==> config.mk <==
export PLATFORM = sky130hd
export DESIGN_NAME = evc_top
export DESIGN_NICKNAME = d
export VERILOG_FILES = /design/src/logic/evc_pkg.sv /design/src/logic/evc_top.sv
export SDC_FILE = /design/constraint.sdc
export NUM_CORES = 1
export LEC_CHECK = 0
export BUFFER_PORTS_ARGS = -buffer_cell sky130_fd_sc_hd__buf_2
export CAP_MARGIN = 40
export CORE_MARGIN = 2
export CORE_UTILIZATION = 50
export CTS_BUF_LIST = sky130_fd_sc_hd__clkbuf_8
export DETAILED_ROUTE_END_ITERATION = 6
export PLACE_DENSITY_LB_ADDON = 0.25
export SYNTH_ARGS = -nofsm -noshare
export SYNTH_HDL_FRONTEND = slang
export SYNTH_SLANG_ARGS = --single-unit
==> constraint.sdc <==
create_clock -name mclk -period 5.2 [get_ports mclk]
set_input_delay 0.26 -clock mclk [delete_from_list [all_inputs] [get_ports mclk]]
set_output_delay 0.26 -clock mclk [all_outputs]
set_load 0.1 [all_outputs]
==> src/logic/evc_pkg.sv <==
`default_nettype none
package evc_pkg;
    // Register byte addresses on the 16-bit register port.
    localparam logic [15:0] EVC_ADDR_CLKSEL = 16'hFFB6;
    localparam logic [15:0] EVC_ADDR_COUNT  = 16'hFFB8;
    localparam logic [15:0] EVC_ADDR_CMP    = 16'hFFBA;
    localparam logic [15:0] EVC_ADDR_STATUS = 16'hFFBC;
    localparam logic [15:0] EVC_ADDR_EDGE   = 16'hFFBE;
    localparam logic [15:0] EVC_ADDR_IRQ    = 16'hFFC0;

    // Field positions in timer_ctrl_status.
    localparam int EVC_ST_OVF  = 7;
    localparam int EVC_ST_OVIE = 5;
    localparam int EVC_ST_CCLR = 4;
    // Field positions in clock_select_control.
    localparam int EVC_CS_HMSB = 6;
    localparam int EVC_CS_LMSB = 2;
    localparam int EVC_CS_LLSB = 0;
    // Field positions in the edge and interrupt control registers.
    localparam int EVC_EDGE_RISE = 0;
    localparam int EVC_IRQ_REQ   = 0;
    localparam int EVC_IRQ_EN    = 1;

    // Low-byte select codes below this value take the event pin.
    localparam logic [2:0]  EVC_LSEL_EXT_LIMIT = 3'h3;
    localparam logic [15:0] EVC_COUNT_MAX      = 16'hFFFF;
    localparam logic [7:0]  EVC_BYTE_MAX       = 8'hFF;

    // Reset values.
    localparam logic [15:0] EVC_RST_COUNT  = 16'h0000;
    localparam logic [15:0] EVC_RST_CMP    = 16'hFFFF;
    localparam logic [7:0]  EVC_RST_CLKSEL = 8'h00;
    localparam logic        EVC_RST_RISE   = 1'b1;
    localparam logic        EVC_RST_BIT    = 1'b0;

    // One register access from the software port.
    typedef struct packed {
        logic [15:0] addr;
        logic [15:0] wdata;
        logic        wr;
        logic        rd;
    } evc_req_t;
endpackage : evc_pkg
`default_nettype wire

==> src/logic/evc_top.sv <==
// Chosen here: the strobed register port.
`timescale 1ns/1ps
`default_nettype none
module evc_top (
    input  wire logic              mclk,
    input  wire logic              nrst,
    input  wire evc_pkg::evc_req_t bus_req,
    input  wire logic              event_input_pin,
    output var  logic [15:0]       rdata_r,
    output var  logic              irq_cpu_r
);
    import evc_pkg::*;

    logic [15:0] count_r;
    logic [15:0] count_nxt;
    logic [15:0] cmp_r;
    logic [7:0]  clksel_r;
    logic        high_overflow_flag_r;
    logic        ovie_r;
    logic        cclr_r;
    logic        armed_r;
    logic        rise_r;
    logic        req_r;
    logic        ien_r;
    logic        ev_s1_r;
    logic        ev_s2_r;
    logic        ev_s3_r;
    logic        ovf_evt;
    logic        inc;
    logic        mode16;
    logic        cmp_clr;
    logic        wr_count;
    logic        wr_status;

    // Selects a write strobe for one register address.
    function automatic logic hit(input evc_req_t r, input logic [15:0] a);
        return r.wr && (r.addr == a);
    endfunction : hit

    assign wr_count  = hit(bus_req, EVC_ADDR_COUNT);
    assign wr_status = hit(bus_req, EVC_ADDR_STATUS);
    assign mode16    = ~clksel_r[EVC_CS_HMSB];

    ////////////////////////////////////////////////////////////////////////////
    // Event pin synchroniser; only the second and third stages are compared.
    always_ff @(posedge mclk or negedge nrst) begin
        if (!nrst) begin
            ev_s1_r <= 1'b0;
            ev_s2_r <= 1'b0;
            ev_s3_r <= 1'b0;
        end else begin
            ev_s1_r <= event_input_pin;
            ev_s2_r <= ev_s1_r;
            ev_s3_r <= ev_s2_r;
        end
    end

    // Qualified edge, counted only while the low byte takes the event pin.
    assign inc = (clksel_r[EVC_CS_LMSB:EVC_CS_LLSB] < EVC_LSEL_EXT_LIMIT) &&
                 (rise_r ? (ev_s2_r && !ev_s3_r) : (!ev_s2_r && ev_s3_r));

    ////////////////////////////////////////////////////////////////////////////
    // Counter next value. A software write wins over counting, so a loaded
    // value is never disturbed by an edge in the same cycle.
    assign cmp_clr = mode16 && cclr_r && (count_r == cmp_r);
    always_comb begin
        count_nxt = count_r;
        ovf_evt   = 1'b0;
        if (wr_count) begin
            count_nxt = bus_req.wdata;
        end else if (cmp_clr) begin
            count_nxt = EVC_RST_COUNT;
        end else if (inc && mode16) begin
            count_nxt = count_r + 16'h0001;
            ovf_evt   = (count_r == EVC_COUNT_MAX);
        end else if (inc) begin
            // Split mode: the upper byte has no internal prescaler here.
            count_nxt = {count_r[15:8], 8'(count_r[7:0] + 8'h01)};
        end
    end

    always_ff @(posedge mclk or negedge nrst) begin
        if (!nrst) begin
            count_r <= EVC_RST_COUNT;
        end else begin
            count_r <= count_nxt;
        end
    end

    ////////////////////////////////////////////////////////////////////////////
    // Plain configuration registers.
    always_ff @(posedge mclk or negedge nrst) begin
        if (!nrst) begin
            cmp_r    <= EVC_RST_CMP;
            clksel_r <= EVC_RST_CLKSEL;
            rise_r   <= EVC_RST_RISE;
            ovie_r   <= EVC_RST_BIT;
            cclr_r   <= EVC_RST_BIT;
            ien_r    <= EVC_RST_BIT;
        end else begin
            if (hit(bus_req, EVC_ADDR_CMP)) begin
                cmp_r <= bus_req.wdata;
            end
            if (hit(bus_req, EVC_ADDR_CLKSEL)) begin
                clksel_r <= bus_req.wdata[7:0];
            end
            if (hit(bus_req, EVC_ADDR_EDGE)) begin
                rise_r <= bus_req.wdata[EVC_EDGE_RISE];
            end
            if (wr_status) begin
                ovie_r <= bus_req.wdata[EVC_ST_OVIE];
                cclr_r <= bus_req.wdata[EVC_ST_CCLR];
            end
            if (hit(bus_req, EVC_ADDR_IRQ)) begin
                ien_r <= bus_req.wdata[EVC_IRQ_EN];
            end
        end
    end

    ////////////////////////////////////////////////////////////////////////////
    // Overflow flag. A read that sees it at 1 arms the clear; the next status
    // write clears it if its bit 7 is 0. A new overflow always wins the cycle.
    always_ff @(posedge mclk or negedge nrst) begin
        if (!nrst) begin
            high_overflow_flag_r  <= 1'b0;
            armed_r <= 1'b0;
        end else begin
            if (ovf_evt) begin
                high_overflow_flag_r <= 1'b1;
            end else if (wr_status && armed_r && !bus_req.wdata[EVC_ST_OVF]) begin
                high_overflow_flag_r <= 1'b0;
            end
            if (bus_req.rd && bus_req.addr == EVC_ADDR_STATUS && high_overflow_flag_r) begin
                armed_r <= 1'b1;
            end else if (wr_status) begin
                armed_r <= 1'b0;
            end
        end
    end

    ////////////////////////////////////////////////////////////////////////////
    // Request flag and forwarding to the CPU; software clears it by writing 0.
    always_ff @(posedge mclk or negedge nrst) begin
        if (!nrst) begin
            req_r     <= 1'b0;
            irq_cpu_r <= 1'b0;
        end else begin
            if (ovf_evt && ovie_r) begin
                req_r <= 1'b1;
            end else if (hit(bus_req, EVC_ADDR_IRQ) && !bus_req.wdata[EVC_IRQ_REQ]) begin
                req_r <= 1'b0;
            end
            irq_cpu_r <= req_r && ien_r;
        end
    end

    ////////////////////////////////////////////////////////////////////////////
    // Read data, valid in the cycle after the read strobe; unmapped reads zero.
    always_ff @(posedge mclk or negedge nrst) begin
        if (!nrst) begin
            rdata_r <= 16'h0000;
        end else if (bus_req.rd) begin
            case (bus_req.addr)
                EVC_ADDR_COUNT:  rdata_r <= count_r;
                EVC_ADDR_CMP:    rdata_r <= cmp_r;
                EVC_ADDR_CLKSEL: rdata_r <= {8'h00, clksel_r};
                EVC_ADDR_STATUS: rdata_r <= {8'h00, high_overflow_flag_r, 1'b0, ovie_r, cclr_r, 4'h0};
                EVC_ADDR_EDGE:   rdata_r <= {15'h0000, rise_r};
                EVC_ADDR_IRQ:    rdata_r <= {14'h0000, ien_r, req_r};
                default:         rdata_r <= 16'h0000;
            endcase
        end else begin
            rdata_r <= 16'h0000;
        end
    end

    ////////////////////////////////////////////////////////////////////////////
    // Checks.
    ovf_set_a: assert property (@(posedge mclk) disable iff (!nrst)
        ovf_evt |=> high_overflow_flag_r)
        else $error("overflow did not set flag");
    flag_clear_a: assert property (@(posedge mclk) disable iff (!nrst)
        $fell(high_overflow_flag_r) |-> $past(armed_r && wr_status && !bus_req.wdata[EVC_ST_OVF]))
        else $error("overflow flag cleared without read-then-write-0");
    irq_gate_a: assert property (@(posedge mclk) disable iff (!nrst)
        (ovf_evt && !ovie_r && !req_r) |=> !req_r)
        else $error("request raised with interrupt disabled");
    cmp_clear_a: assert property (@(posedge mclk) disable iff (!nrst)
        (cmp_clr && !wr_count) |=> count_r == 16'h0000)
        else $error("compare match did not clear");
    mode_split_a: assert property (@(posedge mclk) disable iff (!nrst)
        (!mode16 && !wr_count) |=> count_r[15:8] == $past(count_r[15:8]))
        else $error("upper byte moved in split mode");
    full_rollover_a: assert property (@(posedge mclk) disable iff (!nrst)
        (mode16 && inc && !wr_count && !cmp_clr && count_r == EVC_COUNT_MAX)
        |=> (count_r == 16'h0000) && high_overflow_flag_r) else $error("rollover wrong");
    // The forwarded level follows the enable as it stood one cycle before.
    irq_fwd_a: assert property (@(posedge mclk) disable iff (!nrst)
        (ovf_evt && ovie_r) |=> req_r ##1 (irq_cpu_r == $past(ien_r)))
        else $error("request not forwarded");
    edge_sel_a: assert property (@(posedge mclk) disable iff (!nrst)
        (!wr_count && !cmp_clr && (ev_s2_r == ev_s3_r)) |=> count_r == $past(count_r))
        else $error("counter moved without a qualified edge");
    count_inc_a: assert property (@(posedge mclk) disable iff (!nrst)
        (inc && mode16 && !wr_count && !cmp_clr)
        |=> count_r == 16'($past(count_r) + 16'h0001))
        else $error("count did not advance by one");

    // Main scenarios: enabled overflow, flag clear, compare clear, split-mode count.
    rollover_c: cover property (@(posedge mclk) disable iff (!nrst) ovf_evt && ovie_r);
    clear_c:    cover property (@(posedge mclk) disable iff (!nrst) $fell(high_overflow_flag_r));
    cmp_c:      cover property (@(posedge mclk) disable iff (!nrst) cmp_clr && !wr_count);
    split_c:    cover property (@(posedge mclk) disable iff (!nrst) !mode16 && inc);
endmodule : evc_top
`default_nettype wire

After elaboration in Yosys (flattened, before gate mapping):

Cells that the tools add are included.

* bits in registers: 67
* input port bits: 37
* output and inout port bits: 17
* word-level logic and storage cells: 72

* add/subtract/negate cells: 2
* order comparisons: 1
* equality and inequality tests: 8
* muxes and demuxes: 16
* bitwise logic cells: 1
* reductions and logical operators: 28

Operators by type and width (count)
* 16-bit equality test, second input constant: 7
* 16-bit one-hot mux with 6 select lines: 1
* 16-bit two-way mux: 4
* 1-bit logical AND: 19
* 16-bit by 1-bit adder with 16-bit output, second input constant: 1
* 16-bit equality test: 1
* 1-bit two-way mux: 10
* 8-bit by 1-bit adder with 8-bit output, second input constant: 1
* 8-bit two-way mux: 1
* 2-bit nonzero test: 3
* 1-bit logical NOT: 4
* 4-bit nonzero test: 1
* 3-bit by 2-bit less-than comparator with 1-bit output, second input constant: 1
* 3-bit nonzero test: 1
* 1-bit NOT: 1

Longest topological paths before layout:

Gate-level depths: netlist of the first run.

* word-level depth: 10
* mapped depth: 8
* mapped depth without buffers: 5

Least setup slack after synthesis of the first run:

Ideal clock, no wire load.

* kind: in2reg
* start: input port bus_req[21] (netlist name)
* end: register count_r[11]
* setup time: 0.138 ns
* arrival time: 1.693 ns
* required time: 5.062 ns
* setup slack: 3.370 ns
* cell stages on the path: 8
* buffers on the path: 3
* cell sequence: buf_4 > nand4b_2 > or4_1 > buf_2 > or2_0 > buf_6 > a2bb2oi_1 > nor2b_4

* word-level cells in the longest chain between the ends: 3
* elaborated cells on any way between the ends: 4
* those cells by class: eq/ne: 1; mux: 1; reduce/logical: 2

RTL lines
* start: declaration: line evc_top.sv:7 `input wire evc_pkg::evc_req_t bus_req,`
* 16-bit equality test *: line evc_top.sv:37 `return r.wr && (r.addr == a);`
* 1-bit logical AND *: line evc_top.sv:37
* 3-bit nonzero test (no source line) / 16-bit two-way mux (equally long branches)
* end signal: assignment: line evc_top.sv:86 `count_r <= count_nxt;`
* end: declaration: line evc_top.sv:14 `logic [15:0] count_r;`

Mark *: on every way between the ends. The rest lies on a longest branch, timed or not.
A chain may end at the register's enable or synchronous reset.

Worst setup path in the final report of the first run:

* start: register count_r[3]
* end: register count_r[10]

* word-level cells in the longest chain between the ends: 4
* elaborated cells on any way between the ends: 7
* those cells by class: add/sub: 1; eq/ne: 1; mux: 3; reduce/logical: 2

RTL lines
* 16-bit by 1-bit adder with 16-bit output / 16-bit equality test (equally long branches): line evc_top.sv:74, evc_top.sv:65
* 16-bit two-way mux / 1-bit logical AND (equally long branches): line evc_top.sv:73, evc_top.sv:65
* 16-bit two-way mux: line evc_top.sv:71 `end else if (cmp_clr) begin`
* 16-bit two-way mux: line evc_top.sv:69 `if (wr_count) begin`

Several ways; a longest one is shown, not always the timed one. The select of a mux whose other input is x is not followed.

==> impl_results.md, run 1 <==
* Status: finished clean
* Post-placement cell count at 443
* Wire length on met2 at 3890 µm
* Critical path arrival at 2.52 ns
* Post-Synthesis Cells at 320
* Resize count post-CTS at 0
* Number of setup violations in the final report at 0
* Crit path max fanout at 18
* Final Hold Fails at 0
* Final WL at 8290 µm
* CTS sink count at 67
* Clock Path Buffers at 2
* Final period utilization at 44.6%
* CP max-delay cell: or4_1
* DIE AREA at 0.00761 mm²
* Asr flop ratio synth at 100%
* Global-route wire length before repair at 14000 µm
* DR vias at 2828
* Top sig layer: met4
* Dominant cell type by area after synthesis: dfrtp_1
* Max frequency at 431 MHz
* Skew-Pair Late Insertion Delay at 0.35 ns
* Synthesized area per cell at 10.8 µm²
* Max Cap Viol at 0
* Residual DRC at 0
* Via density at 6.15
* Initial DRC Count at 267
* Worst VDD drop at 0.170 mV
* Top post-synthesis cells by area: dfrtp_1, dfstp_2, mux2_2
* RSZ-0062 raised after global routing: no
* Pwr Density at 276 mW/mm²
* Met1 Wirelength at 3680 µm
* Worst slew pin tran at 0.818 ns
* Slew headroom at 45.5%
* Top_reg_cell synth: dfrtp_1
* Slew Viols, Final at 0
* Hold Slack at 0.0871 ns
* Largest net degree at the start of global routing at 68
* CORE AREA at 0.00676 mm²
* GRT Total Usage at 24.1%
* Post-CTS Setup Bufs at 0
* IO buf count at 53
* Worst r2r src: count_r[3]
* Netlist cell types at 61
* Layout Cells excl Fill at 460
* HP Class: in -> async
* # IOs at 54
* Post-route setup TNS at 0 ns
* Worst EP required at 5.40 ns
* Post-synthesis register bit count at 67
* Site Rows at 30
* Post-synth EDFFs at 0
* Met3 wire length at 571 µm
* CTS root buffer: clkbuf_8
* Area of the mapped netlist at 0.00346 mm²
* CP startpoint kind: flip-flop
* Static leakage at 1.79 nW
* Layout area overhead at 15.0%
* Commonest cells post-synth: dfrtp_1, mux2_2, nor2_1
* Final ANT Viol Nets at 0
* Share of post-route cells with drive strength above 1 at 34.5%
* DIE WIDTH at 87.2 µm
* Post-synthesis sequential area ratio at 49.0%
* GPL Wtd Cong at 0.839
* Nets at 413
* Clk_skew at 0.00707 ns
* CTS H-tree lvls at 3
* Drt pass-1 iters at 5
* CTS tree: yes
* Yosys Warn Count at 0
* Final core utilization at 58.9%
* Kind of critical path: reg -> reg
* DR WL/cell at 18.0 µm
* Total gr overflow at 0
* Crit-path cells: nand4_1 -> or4_1 -> a221oi_1 -> nor3_1
* Cts bufs inserted at 9
* Final min period at 2.32 ns
* Initial Util at 51.3%
* Initial antenna violation count at 0
* Synth top area share at 36.1%
* Crit path from: count_r[3]
* Worst setup EP type: flip-flop
* Antenna Cells at 0
* Vias in the first global route at 2700
* Slowest cell delay on critical path at 0.71 ns
* Die Ht at 87.2 µm
* Top-count cell post-synth: dfrtp_1
* HPWL Detailed at 5920 µm
* Clock transition at path regs at 0.08 ns
* Syn nets at 358
==> placed cells by master (no fill, tap or decap), drive strengths merged, types with 2 or more instances in the layout <==
| cell | instances |
|---|---|
| o21ai | 12 |
| clkinv | 3 |
| clkinvlp | 2 |
| xnor2 | 7 |
| a222oi | 3 |
| o31ai | 3 |
| dfstp | 17 |
| and3b | 2 |
| nand3b | 3 |
| or4 | 2 |
| nor2 | 28 |
| nand4 | 7 |
| clkbuf | 10 |
| a22oi | 9 |
| mux2i | 3 |
| nand3 | 9 |
| or2 | 3 |
| xor2 | 16 |
| a32oi | 4 |
| buf | 59 |
| nor4 | 10 |
| o22ai | 4 |
| dfrtp | 50 |
| nand4b | 3 |
| nor2b | 4 |
| and3 | 3 |
| nand2 | 20 |
| o31a | 5 |
| mux2 | 28 |
| nor3 | 14 |
| or3 | 2 |
| a22o | 2 |
| a21oi | 5 |
| nor3b | 2 |
| nand2b | 3 |
| and2 | 4 |
| inv | 4 |
==> routing by layer <==
layer	track usage, %	vias to the layer above
li1	-	1307
met1	33.7	1389
met4	8.11	0
met5	0	-
met3	5.69	11
met2	36.6	121
==> logic make-up (layout without fill, tap and decap cells) <==
kind of cell / count (synthesis) / count (layout) / share of synthesized area, %
AO/OA/AOI/OAI: 57 / 57 / 12.3
XOR/XNOR: 23 / 23 / 5.81
adder cells (fa/ha/maj): 1 / 1 / 0.361
buffers and inverters: 19 / 79 / 2.56
flip-flops: 67 / 67 / 49.0
multiplexers: 31 / 31 / 9.97
AND/OR/NAND/NOR: 122 / 122 / 20.0
==> worst max-delay path, delay by kind of cell (launching register included) <==
kind	cells	cell delay (ns)
DFF	1	0.49
and+or+nand+nor	3	1.38
AOI/OAI and AO/OA	1	0.30
==> final cells by class <==
cell class	count	area, µm²
Tap cell	80	100
Fill cell	558	2770
Timing Repair Buffer	60	324
Sequential cell	67	1700
Inverter	3	11.3
Clock buffer	10	138
Clock inverter	6	33.8
Multi-Input combinational cell	234	1680
==> registers in the layout, indices dropped and copies added, names as in the netlist, 8 cells and up <==
register,count
count_r,16
clksel_r,8
rdata_r,16
cmp_r,16
==> final timing paths <==
path,end,slack [ns],depth (start not counted)
max in group asynchronous,clksel_r[5],4.58,2
hold reg to reg,ev_s2_r,0.35,0
setup / recovery,count_r[10],2.88,4
setup reg to reg,count_r[10],2.88,4
hold / removal,rdata_r[11],0.09,2
min in group mclk,count_r[2],0.14,3
==> timing repair <==
item,CTS,global route
hold buffers,0,1
hold endpoints to repair,0,1
endpoints found under the setup margin,0,0
==> power breakdown <==
part | leakage, nW | switching, mW | internal, mW
sequential | 0.858 | 0.0396 | 0.543
combinational | 0.839 | 0.0761 | 0.0590
clock | 0.0892 | 0.200 | 0.181
total | 1.79 | 0.315 | 0.784
==> through the flow <==
step	setup slack, ns	cell area, µm²	power [mW]
after floorplan	3.37	3460	0.665
after global placement	2.91	3770	0.717
after detailed placement	2.93	3800	0.725
after CTS	2.89	3970	1.10
after global routing	2.67	3980	1.15
final	2.88	3980	1.10
Power figures use the tool's default switching activity.
==> inputs of run 2 (changes only) <==
==> constraint.sdc (replaced) <==
create_clock -name mclk -period 1.95 [get_ports mclk]
set_input_delay 0.0975 -clock mclk [delete_from_list [all_inputs] [get_ports mclk]]
set_output_delay 0.0975 -clock mclk [all_outputs]
set_load 0.1 [all_outputs]
==> impl_results.md, run 2 (synthesized netlist as in run 1, its figures left out) <==
* Max Cap Viol at 0 (unchanged)
* Worst VDD drop at 0.365 mV (was 0.170 mV)
* Final WL at 9060 µm (was 8290 µm)
* Slew Viols, Final at 0 (unchanged)
* Site Rows at 30 (unchanged)
* Worst EP required at 2.18 ns (was 5.40 ns)
* Sw frac at 28.4% (was 28.7%)
* Top Registers: cmp_r (16), count_r (16), rdata_r (16) (unchanged)
* GPL Wtd Cong at 0.908 (was 0.839)
* Clk network pwr share at 33.3% (was 34.7%)
* Layout Cells excl Fill at 491 (was 460)
* Crit path max-delay family: simple AND/OR/NAND/NOR gates (unchanged)
* Area after DPL at 0.00400 mm² (was 0.00380 mm²)
* Largest net degree at the start of global routing at 43 (was 68)
* Slew headroom at 58.8% (was 45.5%)
* Clk_skew at 0.00785 ns (was 0.00707 ns)
* Switching power at 856 µW (was 315 µW)
* CORE AREA at 0.00676 mm² (unchanged)
* CTS root buffer: clkbuf_8 (unchanged)
* Crit-path cells: xor2_1 -> nor4_1 -> nand4b_1 -> o21ai_1 -> buf_4 -> o21ai_0 (was nand4_1 -> or4_1 -> a221oi_1 -> nor3_1)
* CP Buf/Inv Count at 1 (was 0)
* DIE AREA at 0.00761 mm² (unchanged)
* Nets at 445 (was 413)
* Initial Util at 51.3% (unchanged)
* Initial antenna violation count at 0 (unchanged)
* Kind of critical path: reg -> reg (unchanged)
* Final ANT Viol Nets at 0 (unchanged)
* Critical path arrival at 2.16 ns (was 2.52 ns)
* HP Class: in -> reg (was in -> async)
* Total gr overflow at 0 (unchanged)
* Slowest cell delay on critical path at 0.56 ns (was 0.71 ns)
* Layout area overhead at 23.5% (was 15.0%)
* Status: finished clean (unchanged)
* Post-placement cell count at 468 (was 443)
* Pwr Density at 703 mW/mm² (was 276 mW/mm²)
* DR vias at 2981 (was 2828)
* Commonest cells after routing, fill and taps aside: buf_2, dfrtp_1, buf_4 (was buf_2, dfrtp_1, mux2_2)
* Worst slew pin tran at 0.618 ns (was 0.818 ns)
* Finished layout cell area at 0.00428 mm² (was 0.00398 mm²)
* CTS sink count at 67 (unchanged)
* # IOs at 54 (unchanged)
* CTS H-tree lvls at 3 (unchanged)
* CP max-delay cell: dfstp_2 (was or4_1)
* Commonest non-fill, non-tap cell in the layout: buf_2 (unchanged)
* CP startpoint kind: flip-flop (unchanged)
* Skew-Pair Late Insertion Delay at 0.35 ns (about the same)
* Final Hold Fails at 0 (unchanged)
* Vias in the first global route at 2945 (was 2700)
* Antenna Cells at 0 (unchanged)
* Sequential share of power at 50.6% (was 53.1%)
* Initial DRC Count at 304 (was 267)
* Die Ht at 87.2 µm (unchanged)
* Worst setup EP type: flip-flop (unchanged)
* Final core utilization at 63.4% (was 58.9%)
* Post-CTS Setup Bufs at 0 (unchanged)
* Logic pwr share at 16.1% (was 12.3%)
* Share of post-route cells with drive strength above 1 at 39.7% (was 34.5%)
* Clock Path Buffers at 2 (unchanged)
* DIE WIDTH at 87.2 µm (unchanged)
* Cts bufs inserted at 9 (unchanged)
* Residual DRC at 0 (unchanged)
* Final min period at 1.93 ns (was 2.32 ns)
* HPWL Detailed at 6530 µm (was 5920 µm)
* CTS tree: yes (unchanged)
* Drt pass-1 iters at 6 (was 5)
* DR WL/cell at 18.5 µm (was 18.0 µm)
* Internal power at 2.15 mW (was 784 µW)
* GRT Total Usage at 25.5% (was 24.1%)
* Total power draw at 3.01 mW (was 1.10 mW)
* Crit path max fanout at 4 (was 18)
* Static leakage at 1.94 nW (was 1.79 nW)
* Final period utilization at 99.0% (was 44.6%)
* Hold Slack at 0.00453 ns (was 0.0871 ns)
* Global-route wire length before repair at 14600 µm (was 14000 µm)
* Number of setup violations in the final report at 0 (unchanged)
* Max frequency at 518 MHz (was 431 MHz)
* IO buf count at 53 (unchanged)
* Via density at 6.07 (was 6.15)
* Clock transition at path regs at 0.07 ns (was 0.08 ns)
## run 2: changes by cell type in the layout (fill, tap and decap cells not counted), moves of 2 or more
| cell | previous run | this run |
|---|---|---|
| dlygate4sd3_1 | 1 | 8 |
| nor4_1 | 9 | 7 |
| nor4_2 | 0 | 2 |
| buf_4 | 5 | 30 |
## run 2: metrics by stage
step | setup TNS [ns] | setup WS [ns]
6_report | 0 | 0.0191
5_1_grt | -0.111 | -0.0237
4_1_cts | 0 | 0.0713
3_5_place_dp | 0 | 0.0726
3_3_place_gp | 0 | 0.102
2_1_floorplan | 0 | 0.150
## run 2: path summary, 6_finish.rpt
path	start	slack, ns	cells past startpoint	to
worst max-delay path	cmp_r[1]	0.02	6	count_r[0]
worst min-delay path	bus_req[17]	0.005	2	cmp_r[15]
worst max register to register	cmp_r[1]	0.02	6	count_r[0]
worst min register to register	ev_s1_r	0.36	0	ev_s2_r
max in group asynchronous	nrst	0.95	3	cmp_r[7]
min in group asynchronous	nrst	0.30	2	rdata_r[11]
## run 2: power groups by stage
| stage | registers (mW) | clock network [mW] | logic [mW] |
|---|---|---|---|
| after detailed placement | 1.54 | 0 | 0.458 |
| after floorplan | 1.53 | 0 | 0.240 |
| after global placement | 1.54 | 0 | 0.453 |
| final | 1.52 | 1.00 | 0.484 |
| after CTS | 1.52 | 1.03 | 0.471 |
| after global routing | 1.53 | 1.08 | 0.526 |
## run 2: layout make-up
| cell class | instances | area (µm²) |
|---|---|---|
| inverter | 3 | 11.3 |
| fill | 570 | 2480 |
| clock buffer | 10 | 138 |
| multi-input combinational | 234 | 1710 |
| timing repair buffer | 92 | 591 |
| tap | 80 | 100 |
| clock inverter | 5 | 30.0 |
| sequential | 67 | 1700 |
## run 2: repair_timing
action,4_1_cts,5_1_grt
endpoints found under the setup margin,0,7
gates resized for setup,0,7
hold endpoints to repair,25,0
hold buffers,8,0
## run 2: routing by layer
layer  GRT usage, %  part of all wire, %
met2           38.7                   46
met3           5.78                  6.7
met4           11.6                  2.8
met1           34.8                   44
met5              0                    0
